$ cat src/angle_spi_map.vh
// Offsets, field positions, opcodes, reset values and frame bit counts.
`ifndef ANGLE_SPI_MAP_VH
`define ANGLE_SPI_MAP_VH
`define OP_MEM_WRITE 4'h1
`define OP_MEM_READ 4'h2
`define OP_REG_WRITE 4'h3
`define OP_REG_READ 4'h4
`define OP_MODE_CHANGE 4'h5
`define OP_ANGLE_RENEW 4'h8
`define OP_ANGLE_READ 4'h9
`define ADDR_ANGLE_VALUE 7'h00
`define ADDR_FLUX_STRENGTH 7'h01
`define ADDR_OPERATING_MODE_SELECT 7'h02
`define ADDR_ERROR_MONITOR 7'h03
`define ADDR_ZERO_POINT_OFFSET 7'h06
`define ADDR_DIRECTION_QUADRATURE_CONFIG 7'h07
`define ADDR_MEMORY_LOCK_STATE 7'h08
`define ADDR_FAULT_DETECT_DISABLE 7'h09
`define ADDR_COMMUTATION_CONFIG 7'h0a
`define MODE_NORMAL_VALUE 12'h000
`define MODE_USER_VALUE 12'h50f
`define RESET_DIRECTION_QUADRATURE_CONFIG 12'h020
`define HYS_MSB 5
`define HYS_LSB 4
`define ERRMON_FLUX_BIT 1
`define ERRMON_TRACK_BIT 0
`define OPCODE_BITS 4
`define ADDR_END_BIT 11
`define DATA_END_BIT 23
`define MEM_WORDS 16
`endif

$ cat src/angle_sensor_spi_command_port.v
// Serial command port of the angle sensor: frame decode, registers, replies.
`timescale 1ns/1ps
`default_nettype none
`include "angle_spi_map.vh"
// Summary of operation
// - All frames shift most significant bit first, both directions.
// - Write frame: opcode, seven address bits, twelve data bits; output off.
// - Read frame: opcode, seven address bits, then twelve data bits returned.
// - Angle frame: mode, two parities, error, then twelve angle bits.
// - Mode flag is 0 in normal mode, 1 in user mode.
// - Upper parity covers angle bits 11..6, lower covers 5..0.
// - Parity is odd when healthy, even when abnormal.
// - Returned angle already has quadrature hysteresis applied.
// - Opcode 0001 writes memory word, 0010 reads memory word.
// - Opcode 0011 writes register, 0100 reads register.
// - Opcode 0101 changes between normal and user mode.
// - Opcode 1000 refreshes angle, flux, error monitor and error flag.
// - Opcode 1001 reads the angle frame.
// - Normal mode permits only angle renew, angle read, angle value register read and mode change.
// - User mode: 0x01, 0x03, 0x08 read-only; 0x06,0x07,0x09,0x0a writable.
// - Mode register changes only through the mode change opcode.
// - Flux strength reports field at about one count per millitesla.
// - Error monitor has one bit per error kind.
// - Mode value 0x000 selects normal, 0x50f selects user; normal default.
// - Device starts in normal mode after power-on.
module angle_sensor_spi_command_port (
    input wire sys_clk,
    input wire sys_rst,
    input wire spi_cs_n,
    input wire spi_sclk,
    input wire spi_mosi,
    output reg spi_miso_ff,
    output reg spi_miso_oe_ff,
    input wire [11:0] raw_angle,
    input wire [6:0] field_mt,
    input wire flux_fault,
    input wire tracking_lost,
    output reg user_mode_ff,
    output reg [11:0] zero_point_offset_ff,
    output reg [11:0] direction_quadrature_config_ff,
    output reg [11:0] fault_detect_disable_ff,
    output reg [11:0] commutation_config_ff
);
    function odd_par6;
        input [5:0] v;
        input abnormal;
        begin
            odd_par6 = ~(^v) ^ abnormal;
        end
    endfunction
    function [1:0] hys_lsb;
        input [2:0] code;
        begin
            case (code)
                3'h0: hys_lsb = 2'd0;
                3'h1: hys_lsb = 2'd0;
                3'h3: hys_lsb = 2'd2;
                3'h4: hys_lsb = 2'd3;
                default: hys_lsb = 2'd1;
            endcase
        end
    endfunction

    // Three-stage pin samplers; stage one feeds only stage two.
    reg [2:0] cs_sync_ff, sclk_sync_ff, mosi_sync_ff;
    reg cs_n_ff, sclk_ff, mosi_ff;
    always @(posedge sys_clk) begin
        if (sys_rst) begin
            cs_sync_ff <= 3'h7;
            sclk_sync_ff <= 3'h0;
            mosi_sync_ff <= 3'h0;
            cs_n_ff <= 1'b1;
            sclk_ff <= 1'b0;
            mosi_ff <= 1'b0;
        end else begin
            cs_sync_ff <= {cs_sync_ff[1:0], spi_cs_n};
            sclk_sync_ff <= {sclk_sync_ff[1:0], spi_sclk};
            mosi_sync_ff <= {mosi_sync_ff[1:0], spi_mosi};
            if (cs_sync_ff[1] == cs_sync_ff[2]) begin
                cs_n_ff <= cs_sync_ff[2];
            end
            if (sclk_sync_ff[1] == sclk_sync_ff[2]) begin
                sclk_ff <= sclk_sync_ff[2];
            end
            if (mosi_sync_ff[1] == mosi_sync_ff[2]) begin
                mosi_ff <= mosi_sync_ff[2];
            end
        end
    end
    wire sclk_rise = ~sclk_ff & (sclk_sync_ff[1] == sclk_sync_ff[2])
        & sclk_sync_ff[2];
    wire sclk_fall = sclk_ff & (sclk_sync_ff[1] == sclk_sync_ff[2])
        & ~sclk_sync_ff[2];

    reg [4:0] bit_cnt_ff;
    reg [22:0] shift_in_ff;
    reg [15:0] shift_out_ff;
    reg [4:0] out_left_ff;
    reg [11:0] angle_value_ff;
    reg [6:0] flux_strength_ff;
    reg [1:0] error_monitor_ff;
    reg error_flag_ff;
    reg [11:0] memory_lock_state_ff;
    reg [11:0] held_angle_ff;
    reg mem_rd_pend_ff;
    wire [11:0] mem_rd_data;
    wire [10:0] opaddr = {shift_in_ff[9:0], mosi_ff};
    wire [6:0] addr = opaddr[6:0];
    wire [3:0] addr_op = opaddr[10:7];
    wire [22:0] frame = {shift_in_ff[21:0], mosi_ff};
    wire abnormal = ~error_flag_ff;

    // Hysteresis: the held angle only follows once the raw angle moves
    // farther than the configured band, so dither inside a nonzero band never reaches the frame; codes 0 and 1 give a band of zero.
    wire [1:0] band = hys_lsb(
        direction_quadrature_config_ff[`HYS_MSB+1:`HYS_LSB]);
    wire [11:0] diff_up = raw_angle - held_angle_ff;
    wire [11:0] diff_dn = held_angle_ff - raw_angle;
    wire hys_off = (direction_quadrature_config_ff[`HYS_MSB+1:`HYS_LSB]
        == 3'h0);
    wire move = hys_off || (diff_up > {10'h000, band})
        && (diff_dn > {10'h000, band});
    always @(posedge sys_clk) begin
        if (sys_rst) begin
            held_angle_ff <= 12'h000;
        end else if (move) begin
            held_angle_ff <= raw_angle;
        end
    end

    // Register readback: angle value in either mode, the rest in user mode only; unavailable addresses give no reply.
    reg rd_ok;
    reg [11:0] rd_val;
    always @* begin
        rd_ok = 1'b1;
        rd_val = 12'h000;
        if (addr == `ADDR_ANGLE_VALUE) begin
            rd_val = angle_value_ff;
        end else if (!user_mode_ff) begin
            rd_ok = 1'b0;
        end else if (addr == `ADDR_FLUX_STRENGTH) begin
            rd_val = {5'h00, flux_strength_ff};
        end else if (addr == `ADDR_OPERATING_MODE_SELECT) begin
            rd_val = `MODE_USER_VALUE;
        end else if (addr == `ADDR_ERROR_MONITOR) begin
            rd_val = {10'h000, error_monitor_ff};
        end else if (addr == `ADDR_ZERO_POINT_OFFSET) begin
            rd_val = zero_point_offset_ff;
        end else if (addr == `ADDR_DIRECTION_QUADRATURE_CONFIG) begin
            rd_val = direction_quadrature_config_ff;
        end else if (addr == `ADDR_MEMORY_LOCK_STATE) begin
            rd_val = memory_lock_state_ff;
        end else if (addr == `ADDR_FAULT_DETECT_DISABLE) begin
            rd_val = fault_detect_disable_ff;
        end else if (addr == `ADDR_COMMUTATION_CONFIG) begin
            rd_val = commutation_config_ff;
        end else begin
            rd_ok = 1'b0;
        end
    end

    wire [15:0] angle_frame = {user_mode_ff,
        odd_par6(angle_value_ff[11:6], abnormal),
        odd_par6(angle_value_ff[5:0], abnormal),
        error_flag_ff, angle_value_ff};
    wire mem_we = sclk_rise && !cs_n_ff && bit_cnt_ff == `DATA_END_BIT - 1
        && frame[22:19] == `OP_MEM_WRITE && user_mode_ff
        && frame[18:16] == 3'h0;

    angle_spi_mem u_mem (
        .sys_clk(sys_clk),
        .wr_en(mem_we),
        .wr_addr(frame[15:12]),
        .wr_data(frame[11:0]),
        .rd_addr(addr[3:0]),
        .rd_data_ff(mem_rd_data)
    );

    always @(posedge sys_clk) begin
        if (sys_rst) begin
            bit_cnt_ff <= 5'd0;
            shift_in_ff <= 23'h0;
            shift_out_ff <= 16'h0;
            out_left_ff <= 5'd0;
            spi_miso_ff <= 1'b0;
            spi_miso_oe_ff <= 1'b0;
            user_mode_ff <= 1'b0;
            angle_value_ff <= 12'h000;
            flux_strength_ff <= 7'h00;
            error_monitor_ff <= 2'h3;
            error_flag_ff <= 1'b1;
            memory_lock_state_ff <= 12'h000;
            zero_point_offset_ff <= 12'h000;
            direction_quadrature_config_ff <=
                `RESET_DIRECTION_QUADRATURE_CONFIG;
            fault_detect_disable_ff <= 12'h000;
            commutation_config_ff <= 12'h000;
            mem_rd_pend_ff <= 1'b0;
        end else if (cs_n_ff) begin
            bit_cnt_ff <= 5'd0;
            out_left_ff <= 5'd0;
            mem_rd_pend_ff <= 1'b0;
            spi_miso_oe_ff <= 1'b0;
        end else begin
            if (mem_rd_pend_ff) begin
                mem_rd_pend_ff <= 1'b0;
                shift_out_ff <= {mem_rd_data, 4'h0};
                out_left_ff <= 5'd12;
            end
            if (sclk_rise) begin
                shift_in_ff <= frame;
                if (bit_cnt_ff != 5'd31) begin
                    bit_cnt_ff <= bit_cnt_ff + 5'd1;
                end
                if (bit_cnt_ff == `OPCODE_BITS - 1) begin
                    if (frame[3:0] == `OP_ANGLE_READ) begin
                        shift_out_ff <= angle_frame;
                        out_left_ff <= 5'd16;
                    end else if (frame[3:0] == `OP_ANGLE_RENEW) begin
                        angle_value_ff <= held_angle_ff;
                        flux_strength_ff <= field_mt;
                        error_monitor_ff <= {~flux_fault, ~tracking_lost};
                        error_flag_ff <= ~(flux_fault | tracking_lost);
                    end
                end
                if (bit_cnt_ff == `ADDR_END_BIT - 1) begin
                    if (addr_op == `OP_REG_READ && rd_ok) begin
                        shift_out_ff <= {rd_val, 4'h0};
                        out_left_ff <= 5'd12;
                    end else if (addr_op == `OP_MEM_READ && user_mode_ff
                            && addr[6:4] == 3'h0) begin
                        mem_rd_pend_ff <= 1'b1;
                    end
                end
                if (bit_cnt_ff == `DATA_END_BIT - 1) begin
                    if (frame[22:19] == `OP_MODE_CHANGE && frame[18:12] ==
                            `ADDR_OPERATING_MODE_SELECT) begin
                        if (frame[11:0] == `MODE_USER_VALUE) begin
                            user_mode_ff <= 1'b1;
                        end else if (frame[11:0] == `MODE_NORMAL_VALUE) begin
                            user_mode_ff <= 1'b0;
                        end
                    end else if (frame[22:19] == `OP_REG_WRITE
                            && user_mode_ff) begin
                        if (frame[18:12] == `ADDR_ZERO_POINT_OFFSET) begin
                            zero_point_offset_ff <= frame[11:0];
                        end else if (frame[18:12] ==
                                `ADDR_DIRECTION_QUADRATURE_CONFIG) begin
                            direction_quadrature_config_ff <= frame[11:0];
                        end else if (frame[18:12] ==
                                `ADDR_FAULT_DETECT_DISABLE) begin
                            fault_detect_disable_ff <= frame[11:0];
                        end else if (frame[18:12] ==
                                `ADDR_COMMUTATION_CONFIG) begin
                            commutation_config_ff <= frame[11:0];
                        end
                    end
                end
            end
            // Shift on the falling edge so the host samples on the rise.
            if (sclk_fall) begin
                if (out_left_ff != 5'd0) begin
                    spi_miso_oe_ff <= 1'b1;
                    spi_miso_ff <= shift_out_ff[15];
                    shift_out_ff <= {shift_out_ff[14:0], 1'b0};
                    out_left_ff <= out_left_ff - 5'd1;
                end else begin
                    spi_miso_oe_ff <= 1'b0;
                end
            end
        end
    end
endmodule // angle_sensor_spi_command_port
`default_nettype wire

$ cat src/angle_spi_mem.v
// Small word store standing in for the nonvolatile memory, registered read.
`timescale 1ns/1ps
`default_nettype none
module angle_spi_mem (
    input wire sys_clk,
    input wire wr_en,
    input wire [3:0] wr_addr,
    input wire [11:0] wr_data,
    input wire [3:0] rd_addr,
    output reg [11:0] rd_data_ff
);
    reg [11:0] mem [0:15];
    integer i;
    initial begin
        for (i = 0; i < 16; i = i + 1) begin
            mem[i] = 12'h000;
        end
    end
    always @(posedge sys_clk) begin
        if (wr_en) begin
            mem[wr_addr] <= wr_data;
        end
        rd_data_ff <= mem[rd_addr];
    end
endmodule // angle_spi_mem
`default_nettype wire

$ cat config.mk
export PLATFORM = sky130hd
export DESIGN_NAME = angle_sensor_spi_command_port
export DESIGN_NICKNAME = d
export VERILOG_FILES = /design/src/angle_sensor_spi_command_port.v /design/src/angle_spi_mem.v
export VERILOG_INCLUDE_DIRS = /design/src
export SDC_FILE = /design/constraint.sdc
export NUM_CORES = 1
export LEC_CHECK = 0
export ABC_AREA = 1
export BUFFER_PORTS_ARGS = -buffer_cell sky130_fd_sc_hd__buf_2
export CAP_MARGIN = 25
export CORE_ASPECT_RATIO = 1.1
export CORE_MARGIN = 3
export CORE_UTILIZATION = 55
export DETAILED_ROUTE_END_ITERATION = 8
export GPL_TIMING_DRIVEN = 1
export MAX_ROUTING_LAYER = met4
export PLACE_DENSITY = 0.76
export SYNTH_ARGS = -nofsm -noshare
export SYNTH_HDL_FRONTEND = slang
export SYNTH_SLANG_ARGS = --single-unit
$ cat constraint.sdc
create_clock -name sys_clk -period 3.1 [get_ports sys_clk]
set_input_delay 0.465 -clock sys_clk [delete_from_list [all_inputs] [get_ports sys_clk]]
set_output_delay 0.465 -clock sys_clk [all_outputs]
set_load 0.02 [all_outputs]
==> results.cfg, run 1 <==
[worst_hold_path]
hold_depth = 2
min_path_type = primary input to flip-flop
worstHoldStart = spi_cs_n

[yosys]
avgSynthCellArea_sq_um = 9.03
ys_warn_count = 0
syn_inst = 1739
ys_seq_elements = 350
seq_area_frac_synth_pct = 56.8
synth_fp_nets = 1796
netlist-cell-type-count = 38
synth_area_sq_mm = 0.0157

[route]
drt_iter0_markers = 1173
ant_nets = 0
avgViaCountPerCell = 5.82
wl_per_cell_um = 19.1
vias = 12848
routed_wl_um = 42200
first_pass_iters = 5
drc_errors = 0

[sta]
slew-limit-headroom_pct = 37.2
drv_slew = 0
tightest_slew_ns = 0.941
period_share_pct = 90.2
rsz0062_at_grt = no
skew_ns = 0.0228
whs_ns = 0.144
hold_viol_final = 0
setup_viol = 0
tns_ns = 0
final.min_clock_period_ns = 2.80
max_freq_ghz = 0.358

[global_routing]
grt_util_all_layers_pct = 27.9
grt_pass1_vias = 12120
grt_first_pass_wirelength_um = 66000
gr-total-overflow = 0
grt_max_degree = 71
antenna_found_initial = 0

[critical_path]
r2r_slack_ns = 0.30
reg2reg_depth = 10
crit_arrival_ns = 3.00
worst-path-max-fanout = 13
worst_setup_path_start_kind = flip-flop
reg2reg_from = sclk_sync_ff[1]
path_class = flip-flop to flip-flop
cp.required_ns = 3.31
reg2reg_to = u_mem.mem[0][8]
end_kind = flip-flop
crit_path_start = sclk_sync_ff[1]
crit_end = u_mem.mem[0][8]

[clock_tree]
cts-root-buf = clkbuf_16
htree_num_levels = 2
clock_path_buffers = 3
numClockSinks = 350
cts_tree = done
cts_buffers = 35
postCtsSetupBuffers = 0
hold_buffers = 0
clock_latency_ns = 0.52
path_clk_slew_ns = 0.06
postCtsResizedCells = 0

[final_layout]
final_cell_mix = nand2_1 (318), edfxtp_1 (192), inv_1 (191), a21oi_1 (186), dfxtp_1 (158)
syn_to_final_growth_pct = 13.6
mostFrequentLayoutCell = nand2_1
drive_above_1_share_pct = 11.2
nets = 1876

[die]
fp.dieArea_sq_mm = 0.0306
fp.coreArea_sq_mm = 0.0279
start_util_pct = 56.2
rows = 64
die_y_um = 183
chipWidth_um = 167
ios = 77

[power]
ir_drop_mv = 0.696
powerDensity_mw_per_mm2 = 536
power_leakage_nw = 6.84
power.total_mw = 9.56

[placed_design]
port_buffers = 76
dp_hpwl_um = 28400
gp_congestion = 1.01

[status]
outcome = finished clean

[flow_run]
cap_violations = 0
through the flow:
stage	setup WS, ns	instances	area (sq um)	util, %
3_5_place_dp	0.214	2145	16600	59.6
5_1_grt	0.0728	2208	17800	63.9
4_1_cts	0.242	2208	17800	63.8
3_3_place_gp	0.267	2145	16600	59.6
2_1_floorplan	0.245	1739	15700	-
6_report	0.303	2209	17800	63.9
logic make-up after synthesis:
group,Yosys count,synth area share (%)
xor+xnor,15,0.836
flops,350,56.8
compound gates,452,16.2
fa+ha+maj,31,2.56
simple gates,599,16.1
buf+inv,284,6.96
mux,8,0.510
registers in the layout, indices dropped and copies added (netlist names), 2 cells and up:
| signal | flops |
|---|---|
| angle_value_ff | 12 |
| bit_cnt_ff | 5 |
| commutation_config_ff | 12 |
| cs_sync_ff | 3 |
| direction_quadrature_config_ff | 12 |
| error_monitor_ff | 2 |
| fault_detect_disable_ff | 12 |
| flux_strength_ff | 7 |
| held_angle_ff | 12 |
| mosi_sync_ff | 3 |
| out_left_ff | 5 |
| sclk_sync_ff | 3 |
| shift_in_ff | 22 |
| shift_out_ff | 16 |
| u_mem.mem | 192 |
| u_mem.rd_data_ff | 12 |
| zero_point_offset_ff | 12 |
where the power goes:
group          internal (mW)  switching (mW)
logic                  0.124           0.237
registers               4.85         0.00736
clock network           2.58            1.76
cell usage after synthesis, drive strengths merged:
library cell / n / share of area, %
a211oi: 2 / 0.096
a21boi: 1 / 0.048
a21oi: 186 / 5.9
a22oi: 96 / 4.6
and2: 1 / 0.040
buf: 17 / 0.58
clkbuf: 68 / 1.6
clkinv: 3 / 0.072
dfxtp: 158 / 20
edfxtp: 192 / 37
fa: 2 / 0.25
ha: 29 / 2.3
inv: 196 / 4.7
mux2i: 8 / 0.51
nand2: 318 / 7.6
nand3: 98 / 3.1
nand4: 17 / 0.68
nor2: 127 / 3.1
nor3: 12 / 0.41
nor4: 4 / 0.16
o2111ai: 1 / 0.056
o211ai: 6 / 0.29
o21a: 1 / 0.048
o21ai: 155 / 4.9
o21bai: 3 / 0.14
o31ai: 1 / 0.048
or2: 9 / 0.37
or3: 1 / 0.040
or4: 12 / 0.57
xnor2: 7 / 0.39
xor2: 8 / 0.45
how the worst min path moves through the flow:
stage,to,slack [ns]
6_report,cs_sync_ff[0],0.14
5_1_grt,cs_sync_ff[0],0.13
4_1_cts,cs_sync_ff[0],0.12
3_5_place_dp,cs_sync_ff[1],0.40
3_3_place_gp,cs_sync_ff[1],0.40
2_1_floorplan,mosi_sync_ff[1],0.39
area by class of cell:
| type | instances | area (sq um) |
|---|---|---|
| well taps | 363 | 454 |
| diodes | 1 | 2.50 |
| repair buffers | 128 | 808 |
| clock inverters | 17 | 204 |
| flip-flops and latches | 350 | 8930 |
| inverters | 199 | 754 |
| multi-input cells | 1105 | 5710 |
| fillers | 2277 | 10100 |
| clock buffers | 46 | 982 |
critical path, stage by stage (launching register included):
cell	delay [ns]
dfxtp_1	0.37
nand2_1	0.11
nor2_4	0.12
inv_2	0.14
nor2_4	0.17
inv_2	0.10
or2_4	0.27
nor4_1	0.48
nand3_1	0.29
nor2_1	0.17
buf_4	0.26
per-layer routing:
| metal | vias up | global-route usage (%) | wire length (um) |
|---|---|---|---|
| li1 | 6122 | - | - |
| met1 | 6072 | 34.0 | 16800 |
| met2 | 521 | 46.7 | 20800 |
| met3 | 133 | 3.54 | 2610 |
| met4 | 0 | 12.9 | 1980 |
| met5 | - | - | 0 |
Note: power is estimated with default switching activity, not from simulation.
==> run 2, diff against run 1 <==
--- a/config.mk
+++ b/config.mk
@@ -11,11 +11,13 @@
 export CAP_MARGIN = 25
 export CORE_ASPECT_RATIO = 1.1
 export CORE_MARGIN = 3
-export CORE_UTILIZATION = 55
+export CORE_UTILIZATION = 56
+export CTS_CLUSTER_DIAMETER = 40
 export DETAILED_ROUTE_END_ITERATION = 8
 export GPL_TIMING_DRIVEN = 1
 export MAX_ROUTING_LAYER = met4
 export PLACE_DENSITY = 0.76
 export SYNTH_ARGS = -nofsm -noshare
 export SYNTH_HDL_FRONTEND = slang
+export SYNTH_HIERARCHICAL = 1
 export SYNTH_SLANG_ARGS = --single-unit
==> results.cfg, run 2 <==
[status]
outcome = finished clean

[sta]
final.min_clock_period_ns = 2.76
tns_ns = 0
skew_ns = 0.0246
rsz0062_at_grt = no
tightest_slew_ns = 1.01
hold_viol_final = 0
setup_viol = 0
period_share_pct = 88.9
max_freq_ghz = 0.363
drv_slew = 0
whs_ns = 0.120
slew-limit-headroom_pct = 32.7

[yosys]
netlist-cell-type-count = 36
syn_inst = 2133
seq_area_frac_synth_pct = 52.3
synth_edf_count = 192
synthTopCellsByArea = edfxtp_1 (34%), dfxtp_1 (19%), nand2_1 (12%)
async_flop_share_pct = 0
ys_seq_elements = 350
synth_most_common_cell = nand2_1
yosys.area.top_type = edfxtp_1
synth_area_sq_mm = 0.0171
netlist.area_leader.share_pct = 33.8
ys.flop_type = edfxtp_1
synth_common_cells = nand2_1 (566), inv_1 (337), nand3_1 (242)
synth_fp_nets = 2190
ys_warn_count = 6
avgSynthCellArea_sq_um = 8.00

[final_layout]
syn_to_final_growth_pct = 13.5
top_regs = u_mem/mem x192, shift_in_ff x22, shift_out_ff x16
fillers = 2431
mostFrequentLayoutCell = nand2_1
largest_register = u_mem/mem
final_cell_mix = nand2_1 (566), inv_1 (336), nand3_1 (242), edfxtp_1 (192), dfxtp_1 (156)
nets = 2263
largest_reg_flops = 192
drive_above_1_share_pct = 10.2
diodes = 0

[die]
chipWidth_um = 172
rows = 66
start_util_pct = 57.3
fp.dieArea_sq_mm = 0.0326
fp.coreArea_sq_mm = 0.0298
die_y_um = 189
ios = 77

[clock_tree]
clock_path_buffers = 3
clock_latency_ns = 0.55
postCtsResizedCells = 0
numClockSinks = 350
cts_tree = done
htree_num_levels = 2
hold_buffers = 0
cts-root-buf = clkbuf_16
path_clk_slew_ns = 0.05
cts_buffers = 42
postCtsSetupBuffers = 0

[critical_path]
crit_chain = inv_1 > ha_1 > inv_1 > fa_1 > ha_1 > nand2_1 > nand2_1 > a21oi_1 > nand3_1 > nor2_1 > nand2_1 > nor2_1 > nand3_1 > nand2_2 > buf_12 > nand3_1 > nand2_1 > nor2_1
end_kind = flip-flop
worst-path-max-fanout = 24
r2r_slack_ns = 0.34
crit_arrival_ns = 3.18
reg2reg_from = held_angle_ff[0]
critical_path_buf_inv_count = 3
crit_slowest_cell = fa_1
crit_path_start = held_angle_ff[0]
cp_common_cell = nand2_1
cp.required_ns = 3.52
critical_path.top_delay_family = adder cells
worst_setup_path_start_kind = flip-flop
slowest_delay_ns = 0.43
path_class = flip-flop to flip-flop

[global_routing]
antenna_found_initial = 0
grt_first_pass_wirelength_um = 70200
grt_util_all_layers_pct = 27.6
gr-total-overflow = 0
grt_max_degree = 114
grt_pass1_vias = 13614

[route]
routed_wl_um = 43800
wl_met2_um = 21500
wl_per_cell_um = 16.5
first_pass_iters = 7
wl_met1_um = 17800
drt_iter0_markers = 1250
top_layer_used = met4
vias = 14387
wl_met3_um = 3050
drc_errors = 0
avgViaCountPerCell = 5.44
ant_nets = 0

[placed_design]
dp_hpwl_um = 29000
gp_congestion = 0.949
port_buffers = 76

[flow_run]
cap_violations = 0

[power]
powerDensity_mw_per_mm2 = 534
ir_drop_mv = 0.493
power_leakage_nw = 8.73

[worst_hold_path]
worstHoldStart = spi_cs_n
min_path_type = primary input to flip-flop
-- run 2: cell count changes after synthesis, moves of 24 or more --
cell and delta:
a21oi_1 -69, a22oi_1 -96, nand2_1 +248, buf_2 +24, clkbuf_1 -32, nand3_1 +144, inv_1 +144
-- run 2: cells by family (layout without fill, tap and decap cells) --
group                    after synthesis  in the layout  share of synthesized area (%)
multiplexers                           9              9                          0.528
AO/OA/AOI/OAI                        286            286                           8.60
AND/OR/NAND/NOR                     1007           1007                           25.1
buffers and inverters                436            542                           10.4
adder cells (fa/ha/maj)               31             31                           2.36
flip-flops                           350            350                           52.3
XOR/XNOR                              14             14                          0.718
-- run 2: path summary, 6_finish.rpt --
path	endpoint	depth (start not counted)
max	held_angle_ff[2]	18
min reg2reg	mosi_sync_ff[1]	2
max reg2reg	held_angle_ff[2]	18
min	cs_sync_ff[0]	2
-- run 2: metal layers --
metal,vias up,global-route usage [%]
met5,-,-
met4,0,9.34
met3,104,3.36
met2,571,45.6
met1,6695,35.3
li1,7017,-
-- run 2: cell type report --
class	instances	area [sq um]	share of cell area, %
sequential	350	8930	46.1
multi-input combinational	1347	6380	32.9
inverter	344	1290	6.67
clock buffer	54	1170	6.02
timing repair buffer	121	768	3.97
tap	408	510	2.64
clock inverter	23	325	1.68
-- run 2: power breakdown --
group	internal [mW]	total (mW)	switching, mW
Clock	3.13	5.12	1.99
Sequential	4.86	4.86	0.00871
Combinational	0.125	0.360	0.235
-- run 2: stage by stage --
step,instances,worst slack (ns),power [mW],util (%),instance area (sq um)
4_1_cts,2647,0.344,10.4,65.0,19400
6_report,2647,0.343,10.3,65.0,19400
3_5_place_dp,2570,0.112,5.32,60.0,17900
5_1_grt,2647,0.119,10.7,65.0,19400
3_3_place_gp,2570,0.194,5.32,60.0,17900
2_1_floorplan,2133,0.544,5.22,-,17100
